**config.mk**
```make
export PLATFORM = sky130hd
export DESIGN_NAME = analog_comparator_ctrl
export DESIGN_NICKNAME = d
export VERILOG_FILES = /design/src/rtl/comparator_ctrl_pkg.sv /design/src/rtl/level_sync.sv /design/src/rtl/analog_comparator_ctrl.sv
export SDC_FILE = /design/constraint.sdc
export NUM_CORES = 1
export LEC_CHECK = 0
export BUFFER_PORTS_ARGS = -buffer_cell sky130_fd_sc_hd__buf_2
export CAP_MARGIN = 10
export CORE_UTILIZATION = 48
export CTS_CLUSTER_DIAMETER = 40
export DETAILED_ROUTE_END_ITERATION = 6
export PLACE_DENSITY = 0.87
export SLEW_MARGIN = 20
export SYNTH_ARGS = -nofsm -noshare
export SYNTH_HDL_FRONTEND = slang
export SYNTH_SLANG_ARGS = --single-unit
```
**constraint.sdc**
```tcl
create_clock -name ref_clk_i -period 2 [get_ports ref_clk_i]
set_clock_uncertainty 0.1 [all_clocks]
set_input_delay 0.4 -clock ref_clk_i [delete_from_list [all_inputs] [get_ports ref_clk_i]]
set_output_delay 0.4 -clock ref_clk_i [all_outputs]
set_load 0.05 [all_outputs]
```
**src/rtl/comparator_ctrl_pkg.sv**
```systemverilog
package comparator_ctrl_pkg;

    localparam int          ADDR_W            = 8;
    localparam int          DATA_W            = 8;
    localparam logic [7:0]  CTRL_STATUS_OFS   = 8'h00;
    localparam logic [7:0]  CTRL_STATUS_RESET = 8'h00;

    localparam int          BIT_ON            = 7;
    localparam int          BIT_REF_SEL       = 6;
    localparam int          BIT_FLAG          = 5;
    localparam int          BIT_IRQ_EN        = 4;
    localparam int          BIT_LEVEL         = 3;
    localparam int          BIT_PIN_EN        = 2;
    localparam int          MODE_HI           = 1;
    localparam int          MODE_LO           = 0;

    localparam logic [1:0]  MODE_FALL_A       = 2'h0;
    localparam logic [1:0]  MODE_RISE         = 2'h1;
    localparam logic [1:0]  MODE_FALL_B       = 2'h2;
    localparam logic [1:0]  MODE_BOTH         = 2'h3;

    localparam int          SYNC_STAGES       = 2;

endpackage

```
**src/rtl/level_sync.sv**
```systemverilog
`timescale 1ns/1ps
module level_sync #(
    parameter int STAGES = comparator_ctrl_pkg::SYNC_STAGES
) (
    // Clock and control
    input  wire logic ref_clk_i,
    input  wire logic reset_i,
    input  wire logic clk_en_i,
    // Level
    input  wire logic async_i,
    output logic      sync_o
);
    logic [STAGES-1:0] chain;

    initial begin
        if (STAGES < 2) begin
            $error("level_sync needs at least two stages");
        end
    end

    always_ff @(posedge ref_clk_i) begin
        if (reset_i) begin
            chain <= '0;
        end else if (clk_en_i) begin
            chain <= {chain[STAGES-2:0], async_i};
        end
    end

    assign sync_o = chain[STAGES-1];
endmodule

```
**src/rtl/analog_comparator_ctrl.sv**
```systemverilog
`timescale 1ns/1ps
module analog_comparator_ctrl #(
    parameter int ADDR_W = comparator_ctrl_pkg::ADDR_W
) (
    // Clock, reset, enable
    input  wire logic              ref_clk_i,
    input  wire logic              reset_i,
    input  wire logic              clk_en_i,
    // Register port
    input  wire logic [ADDR_W-1:0] addr_i,
    input  wire logic [7:0]        wdata_i,
    input  wire logic              wr_i,
    input  wire logic              rd_i,
    output logic      [7:0]        rdata_o,
    // Analog side
    input  wire logic              comp_raw_i,
    input  wire logic              stop_mode_i,
    output logic                   comparator_on_o,
    output logic                   reference_input_select_o,
    // Pin and interrupt
    output logic                   comparator_out_pin_o,
    output logic                   comparator_out_pin_oe_o,
    output logic                   irq_o
);
    initial begin
        if (ADDR_W < 8) begin
            $error("ADDR_W must cover the 8-bit offset");
        end
    end

    function automatic logic edge_hit(input logic [1:0] mode,
                                      input logic       rise,
                                      input logic       fall);
        case (mode)
            comparator_ctrl_pkg::MODE_FALL_A: edge_hit = fall;
            comparator_ctrl_pkg::MODE_RISE:   edge_hit = rise;
            comparator_ctrl_pkg::MODE_FALL_B: edge_hit = fall;
            comparator_ctrl_pkg::MODE_BOTH:   edge_hit = rise | fall;
            default:                          edge_hit = 1'b0;
        endcase
    endfunction

    // Control and state
    logic       comparator_on;
    logic       reference_input_select;
    logic       compare_event_flag;
    logic       compare_irq_enable;
    logic       output_pin_drive_enable;
    logic [1:0] event_edge_select;
    logic       comparator_level;
    logic       active_q;

    // Decode
    wire        sel_ctrl;
    wire        wr_ctrl;
    wire        rd_ctrl;
    wire        clear_req;
    wire        active;
    wire        sync_level;
    wire        rise;
    wire        fall;
    wire        event_hit;
    wire        next_flag;
    wire        next_level;
    wire  [7:0] ctrl_view;
    wire  [7:0] next_rdata;

    assign sel_ctrl = addr_i == ADDR_W'(comparator_ctrl_pkg::CTRL_STATUS_OFS);
    assign wr_ctrl  = wr_i & sel_ctrl;
    assign rd_ctrl  = rd_i & sel_ctrl;

    assign active = comparator_on & ~stop_mode_i;

    // Polarity fixed by the analog stage
    level_sync #(
        .STAGES (comparator_ctrl_pkg::SYNC_STAGES)
    ) u_sync (
        .ref_clk_i (ref_clk_i),
        .reset_i   (reset_i),
        .clk_en_i  (clk_en_i),
        .async_i   (comp_raw_i),
        .sync_o    (sync_level)
    );

    assign next_level = active & sync_level;

    assign rise = active & active_q & next_level & ~comparator_level;
    assign fall = active & active_q & ~next_level & comparator_level;

    assign event_hit = edge_hit(event_edge_select, rise, fall);

    assign clear_req = wr_ctrl & wdata_i[comparator_ctrl_pkg::BIT_FLAG];

    assign next_flag = event_hit | (compare_event_flag & ~clear_req);

    // Live level, zero as soon as disabled
    assign ctrl_view = {comparator_on, reference_input_select,
                        compare_event_flag, compare_irq_enable,
                        comparator_level & comparator_on,
                        output_pin_drive_enable,
                        event_edge_select};

    assign next_rdata = rd_ctrl ? ctrl_view : 8'h00;

    always_ff @(posedge ref_clk_i) begin
        if (reset_i) begin
            comparator_on           <= comparator_ctrl_pkg::CTRL_STATUS_RESET
                                       [comparator_ctrl_pkg::BIT_ON];
            reference_input_select  <= comparator_ctrl_pkg::CTRL_STATUS_RESET
                                       [comparator_ctrl_pkg::BIT_REF_SEL];
            compare_irq_enable      <= comparator_ctrl_pkg::CTRL_STATUS_RESET
                                       [comparator_ctrl_pkg::BIT_IRQ_EN];
            output_pin_drive_enable <= comparator_ctrl_pkg::CTRL_STATUS_RESET
                                       [comparator_ctrl_pkg::BIT_PIN_EN];
            event_edge_select       <= comparator_ctrl_pkg::CTRL_STATUS_RESET
                                       [comparator_ctrl_pkg::MODE_HI:
                                        comparator_ctrl_pkg::MODE_LO];
        end else if (clk_en_i && wr_ctrl) begin
            comparator_on           <= wdata_i[comparator_ctrl_pkg::BIT_ON];
            reference_input_select  <= wdata_i[comparator_ctrl_pkg::BIT_REF_SEL];
            compare_irq_enable      <= wdata_i[comparator_ctrl_pkg::BIT_IRQ_EN];
            output_pin_drive_enable <= wdata_i[comparator_ctrl_pkg::BIT_PIN_EN];
            event_edge_select       <= wdata_i[comparator_ctrl_pkg::MODE_HI:
                                               comparator_ctrl_pkg::MODE_LO];
        end
    end

    always_ff @(posedge ref_clk_i) begin
        if (reset_i) begin
            compare_event_flag <= 1'b0;
            comparator_level   <= 1'b0;
            active_q           <= 1'b0;
        end else if (clk_en_i) begin
            compare_event_flag <= next_flag;
            comparator_level   <= next_level;
            active_q           <= active;
        end
    end

    // Stop forces comparator_on_o and the level low but leaves the control bits intact; reset restores
    always_ff @(posedge ref_clk_i) begin
        if (reset_i) begin
            rdata_o                  <= 8'h00;
            irq_o                    <= 1'b0;
            comparator_on_o          <= 1'b0;
            reference_input_select_o <= 1'b0;
            comparator_out_pin_o     <= 1'b0;
            comparator_out_pin_oe_o  <= 1'b0;
        end else if (clk_en_i) begin
            rdata_o                  <= next_rdata;
            irq_o                    <= next_flag & (wr_ctrl ?
                                        wdata_i[comparator_ctrl_pkg::BIT_IRQ_EN]
                                        : compare_irq_enable);
            comparator_on_o          <= wr_ctrl ?
                                        wdata_i[comparator_ctrl_pkg::BIT_ON] &
                                        ~stop_mode_i : active;
            reference_input_select_o <= wr_ctrl ?
                                        wdata_i[comparator_ctrl_pkg::BIT_REF_SEL]
                                        : reference_input_select;
            comparator_out_pin_o     <= output_pin_drive_enable & next_level;
            comparator_out_pin_oe_o  <= output_pin_drive_enable;
        end
    end
endmodule

```
==> impl_summary.log, run 1 <==
[metrics] run status: finished, final reports clean
[metrics] post-synthesis compound-gate area fraction: 0.1168
[metrics] minimum clock period: 1.620 ns
[metrics] die outline area: 2332 µm²
[metrics] Rows: 16
[metrics] timing-limited maximum frequency: 617.2 MHz
[metrics] hold bufs inserted after CTS: 0
[metrics] max-slew headroom at the worst pin: 0.7004
[metrics] insertion delay of the later-clocked pin in the worst-skew pair: 0.32 ns
[metrics] clock root buffer: sky130_fd_sc_hd__clkbuf_4
[metrics] number of remaining DRC errors: 0
[metrics] 1st-iter DRT viols: 36
[metrics] library cells used by synthesis: 24
[metrics] cts bufs inserted: 3
[metrics] quantity of I/O buffers inserted on ports: 34
[metrics] antenna violations before repair: 0
[metrics] commonest cells in the synthesized netlist: sky130_fd_sc_hd__dfxtp_1 (24), sky130_fd_sc_hd__nor2_1 (14), sky130_fd_sc_hd__a21oi_1 (12)
[metrics] number of flops mapped to enable cells by yosys: 0
[metrics] gp weighted congestion: 0.8728
[metrics] Post-DP HPWL: 1.704 mm
[metrics] main combinational cell family by area after synthesis: simple AND/OR/NAND/NOR gates
[metrics] final number of setup-violating endpoints: 0
[metrics] arrival time at the worst endpoint: 1.77 ns
[metrics] diodes inserted: 0
[metrics] CTS resizes: 0
[metrics] routed length per placed instance: 14.31 µm
[metrics] Post-DRT Antenna Nets: 0
[metrics] Worst-path clk slew: 0.13 ns
[metrics] Nets: 173
[metrics] Crit Path Class: primary input to flop
[metrics] maximum number of buffers from clock root to sink: 2
[metrics] share of async-settable or async-resettable flops after synthesis: 0
[metrics] transition time of the tightest slew-check pin: 0.4485 ns
[metrics] largest fanout on the critical path: 2
[metrics] number of cells produced by synthesis: 113
[metrics] Chip Width: 48.29 µm
[metrics] post-synthesis instance area: 1028 µm²
[metrics] height of the die: 48.29 µm
[metrics] 1st-pass router iterations: 4
[metrics] mux share of post-synthesis cell area: 0.09732
[metrics] Reg with most FFs: rdata_o
[metrics] leakage power figure: 0.0005276 µW
[metrics] Avg Inst Size Synth: 9.102 µm²
[metrics] worst hold path class: primary input to flop
[metrics] Setup TNS Final: 0 ns
[metrics] endpoints failing hold: 0
[metrics] total power density per cell area: 693.3 nW/µm²
[metrics] Largest register FFs: 8
[metrics] number of H-tree levels: 1
[metrics] Critical Path Source Type: primary input
[metrics] CTS tree: built
[metrics] most common cell in the synthesized netlist: sky130_fd_sc_hd__dfxtp_1
[metrics] top_reg_cell synth: sky130_fd_sc_hd__dfxtp_1
[metrics] area share of the leading cell type in the synthesized netlist: 0.4672
[metrics] Congestion Overflow GR: 0
[metrics] largest registers: rdata_o x8, event_edge_select x2, u_sync.chain x2
[metrics] xor/xnor cell area share of the yosys netlist: 0
[metrics] total number of vias: 993
[metrics] overall power after layout: 904.7 µW
[metrics] pin count of the biggest net entering global routing: 25
[metrics] first-pass GRT wire length: 3.801 mm
[metrics] mean number of vias per cell: 5.642
[metrics] peak supply drop: 0.8103 mV
[metrics] unrepaired setup endpoints after global routing: no
[metrics] post-synthesis sequential area ratio: 0.4672
[metrics] io pins: 36
[metrics] Crit. End Element: flop
[metrics] initial core utilization: 0.5189
[metrics] arithmetic-cell share of the synthesized area counting full adders, half adders and majority gates: 0
[metrics] post-synthesis share of cell area spent on and, or, nand and nor gates: 0.2968
[metrics] synth-to-layout area growth: 26.89%
[metrics] share of the clock period used by the worst path: 0.8101
[metrics] number of warnings issued by yosys: 0
[metrics] Synth area leader: sky130_fd_sc_hd__dfxtp_1
[metrics] post-CTS setup-driven buffer insertion count: 0
[metrics] data required time of the worst path: 2.15 ns
[metrics] #FFs+latches synth: 24
[metrics] total routing usage reported by global routing: 0.2425
[metrics] Max Slew Vio Count: 0
[metrics] number of max-cap violations: 0
[metrics] fraction of layout cells with a size suffix above 1: 0.3154
[metrics] main area contributors after synthesis: sky130_fd_sc_hd__dfxtp_1 (47%), sky130_fd_sc_hd__mux2i_1 (9.7%), sky130_fd_sc_hd__nand2b_1 (6.7%)
[metrics] CORE AREA: 1982 µm²
[metrics] vias in the first global route: 858
[metrics] number of clock sinks seen by CTS: 24
[metrics] number of nets produced by synthesis: 136
[metrics] routed wire length: 2.519 mm
-- path summary, 6_finish.rpt --
check,from,endpoint,slack (ns),cells after the start
worst max-delay path,addr_i[3],comparator_on_o,0.38,5
worst min-delay path,comp_raw_i,u_sync.chain[0],0.21,3
worst max register to register,irq_o,irq_o,0.59,4
worst min register to register,rdata_o[2],rdata_o[2],0.38,2
-- per-stage QoR --
stage / instances / instance area [µm²] / hold slack [ns] / worst slack (ns) / utilization
3_5_place_dp: 172 / 1252 / 0.3585 / 0.04652 / 0.6319
6_report: 176 / 1305 / 0.2096 / 0.3798 / 0.6585
4_1_cts: 176 / 1305 / 0.2108 / 0.3751 / 0.6585
5_1_grt: 176 / 1305 / 0.2249 / 0.3170 / 0.6585
2_1_floorplan: 113 / 1028 / 0.3601 / 0.1960 / -
3_3_place_gp: 172 / 1252 / 0.3522 / 0.08289 / 0.6319
-- critical path, stage by stage --
cell and delay (ns):
sky130_fd_sc_hd__buf_2 0.11, sky130_fd_sc_hd__nor4_1 0.34, sky130_fd_sc_hd__nand3_1 0.18, sky130_fd_sc_hd__or3b_2 0.48, sky130_fd_sc_hd__a311oi_1 0.25
-- kinds of logic (layout without fill, tap and decap cells) --
logic type	after synthesis	in the layout
buffers and inverters	6	42
AND/OR/NAND/NOR	54	54
flip-flops	24	24
AO/OA/AOI/OAI	19	19
multiplexers	10	10
-- where the power goes --
part	switching [µW]	internal, µW
Sequential	2.50	482
Combinational	39.9	28.6
Clock	149	203
-- per-layer routing --
metal,global-route usage,part of all wire
met5,0,0
met4,0.1611,0.036
met3,0.05556,0.061
met2,0.3787,0.49
met1,0.2968,0.41
-- cell type report --
cell class,instances,area [µm²]
clock buffers,3,22.52
flip-flops and latches,24,480.5
well taps,27,33.78
repair buffers,38,212.7
multi-input cells,83,525.5
fillers,162,676.9
clock inverters,1,30.03
-- placed cells by master (no fill, tap or decap), types with 4 or more instances in the layout --
cell,synthesis,routed
sky130_fd_sc_hd__nor2_1,14,14
sky130_fd_sc_hd__a21oi_1,12,12
sky130_fd_sc_hd__mux2i_1,10,10
sky130_fd_sc_hd__nand2b_1,11,11
sky130_fd_sc_hd__nand2_1,4,4
sky130_fd_sc_hd__nand3_1,10,10
sky130_fd_sc_hd__dfxtp_1,24,24
sky130_fd_sc_hd__buf_2,0,34
Power figures use the tool's default switching activity.
==> run 2, diff against run 1 <==
==> constraint.sdc (replaced) <==
create_clock -name ref_clk_i -period 1.56 [get_ports ref_clk_i]
set_clock_uncertainty 0.1 [all_clocks]
set_input_delay 0.312 -clock ref_clk_i [delete_from_list [all_inputs] [get_ports ref_clk_i]]
set_output_delay 0.312 -clock ref_clk_i [all_outputs]
set_load 0.05 [all_outputs]
==> run 2 against run 1 <==
  * Final cell count is 4.0% higher
  * Routed wire length is 1.2% lower
  * Register-to-register slack worse by 0.40 ns
==> impl_summary.log, run 2 (same netlist as run 1, synthesis figures left out) <==
[metrics] peak supply drop: 0.7773 mV (-4.1%)
[metrics] commonest non-fill, non-tap cell in the layout: sky130_fd_sc_hd__buf_2
[metrics] number of inserted filler cells in the final layout: 157 (-3.1%)
[metrics] synth-to-layout area growth: 35.04%
[metrics] switching power: 253.5 µW (+33%)
[metrics] quantity of I/O buffers inserted on ports: 34 (unchanged)
[metrics] fraction of layout cells with a size suffix above 1: 0.3782 (+0.06277)
[metrics] Critical Path Source Type: primary input
[metrics] die outline area: 2332 µm² (unchanged)
[metrics] number of H-tree levels: 1 (unchanged)
[metrics] Internal Pwr Total: 927.1 µW (+30%)
[metrics] Reg with most FFs: rdata_o
[metrics] total number of vias: 1019 (+2.6%)
[metrics] final number of setup-violating endpoints: 0 (unchanged)
[metrics] mean number of vias per cell: 5.568 (-1.3%)
[metrics] Clk pwr share: 0.381 (-0.008)
[metrics] io pins: 36 (unchanged)
[metrics] vias in the first global route: 944 (+10%)
[metrics] cell area after placement: 1325 µm² (+5.8%)
[metrics] number of remaining DRC errors: 0 (unchanged)
[metrics] post-CTS setup-driven buffer insertion count: 0 (unchanged)
[metrics] number of clock sinks seen by CTS: 24 (unchanged)
[metrics] final cell utilization of the core: 0.7008 (+0.04230)
[metrics] antenna violations before repair: 0 (unchanged)
[metrics] Post-DRT Antenna Nets: 0 (unchanged)
[metrics] routed wire length: 2.489 mm (-1.2%)
[metrics] arrival time at the worst endpoint: 1.64 ns (-0.13 ns)
[metrics] share of power burned in combinational logic: 0.093 (+0.017)
[metrics] Nets: 180 (+4.0%)
[metrics] minimum clock period: 1.530 ns
[metrics] leakage power figure: 0.0005641 µW (+6.9%)
[metrics] Chip Width: 48.29 µm (unchanged)
[metrics] routed length per placed instance: 13.60 µm (-5.0%)
[metrics] Congestion Overflow GR: 0 (unchanged)
[metrics] CTS tree: built
[metrics] Setup WS pre-CTS: -0.2873 ns (-0.3338 ns)
[metrics] Largest register FFs: 8 (unchanged)
[metrics] height of the die: 48.29 µm (unchanged)
[metrics] diodes inserted: 0 (unchanged)
[metrics] data required time of the worst path: 1.67 ns (-0.48 ns)
[metrics] maximum number of buffers from clock root to sink: 2 (unchanged)
[metrics] Max Slew Vio Count: 0 (unchanged)
[metrics] first-pass GRT wire length: 4.140 mm (+8.9%)
[metrics] timing-limited maximum frequency: 653.4 MHz
[metrics] total routing usage reported by global routing: 0.2571 (+0.01458)
[metrics] clock root buffer: sky130_fd_sc_hd__clkbuf_4
[metrics] share of the clock period used by the worst path: 0.9811
[metrics] insertion delay of the later-clocked pin in the worst-skew pair: 0.32 ns (about the same)
[metrics] endpoints failing hold: 0 (unchanged)
[metrics] initial core utilization: 0.5189 (unchanged)
[metrics] worst-case setup margin in the final layout: 0.02955 ns (-0.3503 ns)
[metrics] run status: finished, final reports clean
[metrics] transition time of the tightest slew-check pin: 0.4726 ns (+0.02409 ns)
[metrics] overall power after layout: 1181 µW (+31%)
[metrics] final design instance area without fill: 1389 µm² (+6.4%)
[metrics] largest registers: rdata_o x8, event_edge_select x2, u_sync.chain x2
[metrics] CORE AREA: 1982 µm² (unchanged)
[metrics] Worst-path clk slew: 0.13 ns (about the same)
[metrics] switching portion of total power: 0.2147 (+0.003322)
[metrics] largest fanout on the critical path: 4 (+2)
[metrics] Crit Path Class: primary input to flop
[metrics] Crit. End Element: flop
[metrics] total power density per cell area: 850.1 nW/µm² (+23%)
[metrics] 1st-pass router iterations: 4 (unchanged)
[metrics] Rows: 16 (unchanged)
[metrics] Post-DP HPWL: 1.854 mm (+8.8%)
[metrics] part of the power in registers: 0.526 (-0.009)
[metrics] number of max-cap violations: 0 (unchanged)
[metrics] max-slew headroom at the worst pin: 0.6843 (-0.01609)
[metrics] pin count of the biggest net entering global routing: 25 (unchanged)
[metrics] unrepaired setup endpoints after global routing: no
[metrics] gp weighted congestion: 0.8110 (-7.1%)
[metrics] 1st-iter DRT viols: 26 (-28%)
[metrics] cts bufs inserted: 3 (unchanged)
[metrics] worst hold path class: primary input to flop
[metrics] highest-count cells in the layout ignoring fill and taps: sky130_fd_sc_hd__buf_2 (34), sky130_fd_sc_hd__dfxtp_1 (24), sky130_fd_sc_hd__nor2_1 (13), sky130_fd_sc_hd__a21oi_1 (12)
run 2: cell types whose count changed in the layout (fill, tap and decap cells not counted), sizes merged:
| cell | previous run | this run |
|---|---|---|
| buf | 38 | 45 |
run 2: worst paths after layout:
path                                    start                 endpoint  slack, ns  depth (start not counted)
worst max register to register  comparator_on          comparator_on_o       0.19                          3
worst min register to register     rdata_o[3]               rdata_o[3]       0.37                          2
worst min-delay path               wdata_i[2]  output_pin_drive_enable       0.12                          3
worst max-delay path                addr_i[3]       compare_irq_enable       0.03                          6
run 2: power by group through the flow:
stage / logic [µW] / clock network (µW) / registers [µW]
after floorplan: 38.0 / 0 / 643
after global placement: 104 / 0 / 634
after detailed placement: 107 / 0 / 635
after CTS: 108 / 450 / 621
after global routing: 119 / 486 / 622
final: 110 / 450 / 621
run 2: critical path, stage by stage:
cell and delay (ns):
sky130_fd_sc_hd__buf_2 0.12, sky130_fd_sc_hd__or4_4 0.57, sky130_fd_sc_hd__nor3_4 0.19, sky130_fd_sc_hd__buf_4 0.18
sky130_fd_sc_hd__mux2i_2 0.22, sky130_fd_sc_hd__nor2_1 0.05
run 2: area by class of cell:
cell class	instances	area, µm²	area share
timing repair buffer	45	252.7	0.1820
sequential	24	480.5	0.3459
tap	27	33.78	0.02432
clock inverter	1	30.03	0.02162
clock buffer	3	22.52	0.01622
multi-input combinational	83	569.3	0.4099
run 2: routing by layer:
metal  share of wire  track usage  up-vias
li1                -            -      492
met1            0.40       0.2945      480
met2            0.52       0.4560       38
met3           0.051      0.04074        9
met4           0.024       0.1333        0
met5               0            0        -
run 2: timing repair:
item | in CTS | in global routing
hold buffers | 0 | 0
setup endpoints to repair | 0 | 3
resized for setup | 0 | 3
hold endpoints to repair | 0 | 0
run 2: stage by stage:
| stage | instances | hold WS, ns | setup TNS [ns] |
|---|---|---|---|
| finish | 183 | 0.1210 | 0 |
| global route | 183 | 0.1314 | 0 |
| CTS | 183 | 0.1260 | 0 |
| detailed placement | 179 | 0.3574 | -3.200 |
| global placement | 179 | 0.3527 | -2.488 |
| floorplan | 113 | 0.2811 | -1.071 |
==> run 3, diff against run 2 <==
--- a/config.mk
+++ b/config.mk
@@ -7,6 +7,7 @@
 export LEC_CHECK = 0
 export BUFFER_PORTS_ARGS = -buffer_cell sky130_fd_sc_hd__buf_2
 export CAP_MARGIN = 10
+export CORE_MARGIN = 10
 export CORE_UTILIZATION = 48
 export CTS_CLUSTER_DIAMETER = 40
 export DETAILED_ROUTE_END_ITERATION = 6
==> run 3 against run 2 <==
  * Power down 0.22%
  * Largest cell class unchanged
  * Largest power group unchanged
  * First-iteration DRC count up 62%
  * Register-to-register slack better by 0.04 ns
==> impl_summary.log, run 3 (same netlist as run 1, synthesis figures left out) <==
[metrics] highest-count cells in the layout ignoring fill and taps: sky130_fd_sc_hd__buf_2 (34), sky130_fd_sc_hd__dfxtp_1 (24), sky130_fd_sc_hd__nor2_1 (14), sky130_fd_sc_hd__a21oi_1 (12), sky130_fd_sc_hd__nand2b_1 (11)
[metrics] total buffers and inverters traversed by the critical path: 2 (unchanged)
[metrics] insertion delay of the later-clocked pin in the worst-skew pair: 0.33 ns (about the same)
[metrics] transition time of the tightest slew-check pin: 0.4093 ns (-0.06327 ns)
[metrics] total number of vias: 985 (-3.3%)
[metrics] Reg with most FFs: rdata_o
[metrics] Post-DP HPWL: 2.134 mm (+15%)
[metrics] total routing usage reported by global routing: 0.1307 (-0.1264)
[metrics] height of the die: 66.29 µm (+37%)
[metrics] number of inserted filler cells in the final layout: 172 (+9.6%)
[metrics] number of max-cap violations: 0 (unchanged)
[metrics] Worst-path clk slew: 0.13 ns (about the same)
[metrics] worst-case setup margin in the final layout: 0.06191 ns (+0.03236 ns)
[metrics] endpoints failing hold: 0 (unchanged)
[metrics] highest cell delay on the worst timing path: 0.38 ns (-0.19 ns)
[metrics] overall power after layout: 1178 µW (-0.22%)
[metrics] io pins: 36 (unchanged)
[metrics] clock root buffer: sky130_fd_sc_hd__clkbuf_4
[metrics] largest fanout on the critical path: 2 (-2)
[metrics] arrival time at the worst endpoint: 1.65 ns (about the same)
[metrics] area taken by flip-flops and latches: 480.5 µm² (unchanged)
[metrics] die outline area: 4394 µm² (+88%)
[metrics] routed wire length: 2.649 mm (+6.4%)
[metrics] ordered list of cells on the worst path: buf_2, buf_4, nor4_4, nand3_1, or3b_4, a311oi_1
[metrics] commonest non-fill, non-tap cell in the layout: sky130_fd_sc_hd__buf_2
[metrics] vias in the first global route: 1004 (+6.4%)
[metrics] multi-input logic area: 558.0 µm² (-2.0%)
[metrics] first-pass GRT wire length: 4.519 mm (+9.2%)
[metrics] synth-to-layout area growth: 34.43%
[metrics] Crit. End Element: flop
[metrics] leakage power figure: 0.0005610 µW (-0.55%)
[metrics] CORE AREA: 2002 µm² (+1.0%)
[metrics] peak supply drop: 0.8595 mV (+11%)
[metrics] gp weighted congestion: 0.8259 (+1.8%)
[metrics] routed length per placed instance: 14.55 µm (+7.0%)
[metrics] final number of setup-violating endpoints: 0 (unchanged)
[metrics] minimum clock period: 1.498 ns (-0.03236 ns)
[metrics] Nets: 179 (-0.56%)
[metrics] unrepaired setup endpoints after global routing: no
[metrics] Critical Path Source Type: primary input
[metrics] maximum number of buffers from clock root to sink: 2 (unchanged)
[metrics] 1st-iter DRT viols: 42 (+62%)
[metrics] max-slew headroom at the worst pin: 0.7271 (+0.04283)
[metrics] hold bufs inserted after CTS: 0 (unchanged)
[metrics] pin count of the biggest net entering global routing: 25 (unchanged)
[metrics] 1st-pass router iterations: 4 (unchanged)
[metrics] antenna violations before repair: 0 (unchanged)
[metrics] cts bufs inserted: 3 (unchanged)
[metrics] run status: finished, final reports clean
[metrics] CP delay by family, top: simple AND/OR/NAND/NOR gates
[metrics] Setup TNS Final: 0 ns (unchanged)
[metrics] total power density per cell area: 852.1 nW/µm² (+0.23%)
[metrics] Chip Width: 66.29 µm (+37%)
[metrics] fraction of layout cells with a size suffix above 1: 0.3548 (-0.02337)
[metrics] number of remaining DRC errors: 0 (unchanged)
[metrics] FF-to-FF setup slack: 0.23 ns (+0.04 ns)
[metrics] number of clock sinks seen by CTS: 24 (unchanged)
[metrics] mean number of vias per cell: 5.412 (-2.8%)
[metrics] CTS tree: built
[metrics] Slowest cell on crit path: sky130_fd_sc_hd__or3b_4
[metrics] number of H-tree levels: 1 (unchanged)
[metrics] worst hold path class: primary input to flop
[metrics] diodes inserted: 0 (unchanged)
[metrics] post-CTS setup-driven buffer insertion count: 0 (unchanged)
[metrics] Largest register FFs: 8 (unchanged)
[metrics] share of the clock period used by the worst path: 0.9603 (-0.02074)
[metrics] Congestion Overflow GR: 0 (unchanged)
[metrics] initial core utilization: 0.5137 (-0.005189)
[metrics] Max Slew Vio Count: 0 (unchanged)
[metrics] largest registers: rdata_o x8, event_edge_select x2, u_sync.chain x2
[metrics] Setup WS pre-CTS: -0.2935 ns (-0.006232 ns)
[metrics] CTS resizes: 0 (unchanged)
[metrics] Crit Path Class: primary input to flop
[metrics] quantity of I/O buffers inserted on ports: 34 (unchanged)
[metrics] Post-DRT Antenna Nets: 0 (unchanged)
[metrics] data required time of the worst path: 1.71 ns (+0.04 ns)
[metrics] timing-limited maximum frequency: 667.5 MHz (+2.2%)
[metrics] Rows: 16 (unchanged)
[run 3: cell count changes in the layout (fill, tap and decap cells not counted)]
cell,previous run,this run
sky130_fd_sc_hd__nand3_1,9,10
sky130_fd_sc_hd__buf_12,0,1
sky130_fd_sc_hd__nor2_2,1,0
sky130_fd_sc_hd__nand3_2,1,0
sky130_fd_sc_hd__mux2i_2,1,0
sky130_fd_sc_hd__mux2i_1,9,10
sky130_fd_sc_hd__buf_4,11,9
sky130_fd_sc_hd__nor2_1,13,14
[run 3: final cells by class]
class,count,share of cell area
Clock buffer,3,0.01629
Clock inverter,1,0.02172
Multi-Input combinational cell,83,0.4036
Sequential cell,24,0.3475
Tap cell,27,0.02443
Timing Repair Buffer,44,0.1864
[run 3: per-stage QoR]
step	instance area, µm²	hold WS, ns	utilization	std cells
final	1383	0.1223	0.6906	182
after global routing	1383	0.1128	0.6906	182
after CTS	1383	0.1171	0.6906	182
after detailed placement	1330	0.3585	0.6644	178
after global placement	1330	0.3507	0.6644	178
after floorplan	1061	0.2811	-	113
[run 3: final timing paths]
check	from	end	cells past startpoint
min	wdata_i[2]	output_pin_drive_enable	3
min reg2reg	rdata_o[5]	rdata_o[5]	2
max	addr_i[5]	comparator_on_o	6
max reg2reg	comparator_on	comparator_on_o	3
[run 3: tightest hold or removal path, cell delays in order]
cell and delay [ns]:
sky130_fd_sc_hd__buf_2 0.08, sky130_fd_sc_hd__mux2i_1 0.05, sky130_fd_sc_hd__nor2_1 0.07
[run 3: power breakdown]
| part | switching [µW] | leakage (µW) | internal (µW) |
|---|---|---|---|
| clock network | 188 | 0.0000279 | 260 |
| registers | 3.09 | 0.000194 | 618 |
| logic | 59.0 | 0.000339 | 49.8 |
| total | 250 | 0.000561 | 928 |
[run 3: layer usage]
| layer | routed length (µm) | track usage | vias up |
|---|---|---|---|
| met5 | 0 | 0 | - |
| met4 | 79 | 0.08115 | 0 |
| met3 | 206 | 0.04576 | 9 |
| met2 | 1388 | 0.2261 | 35 |
| met1 | 974 | 0.1304 | 451 |
| li1 | - | - | 490 |
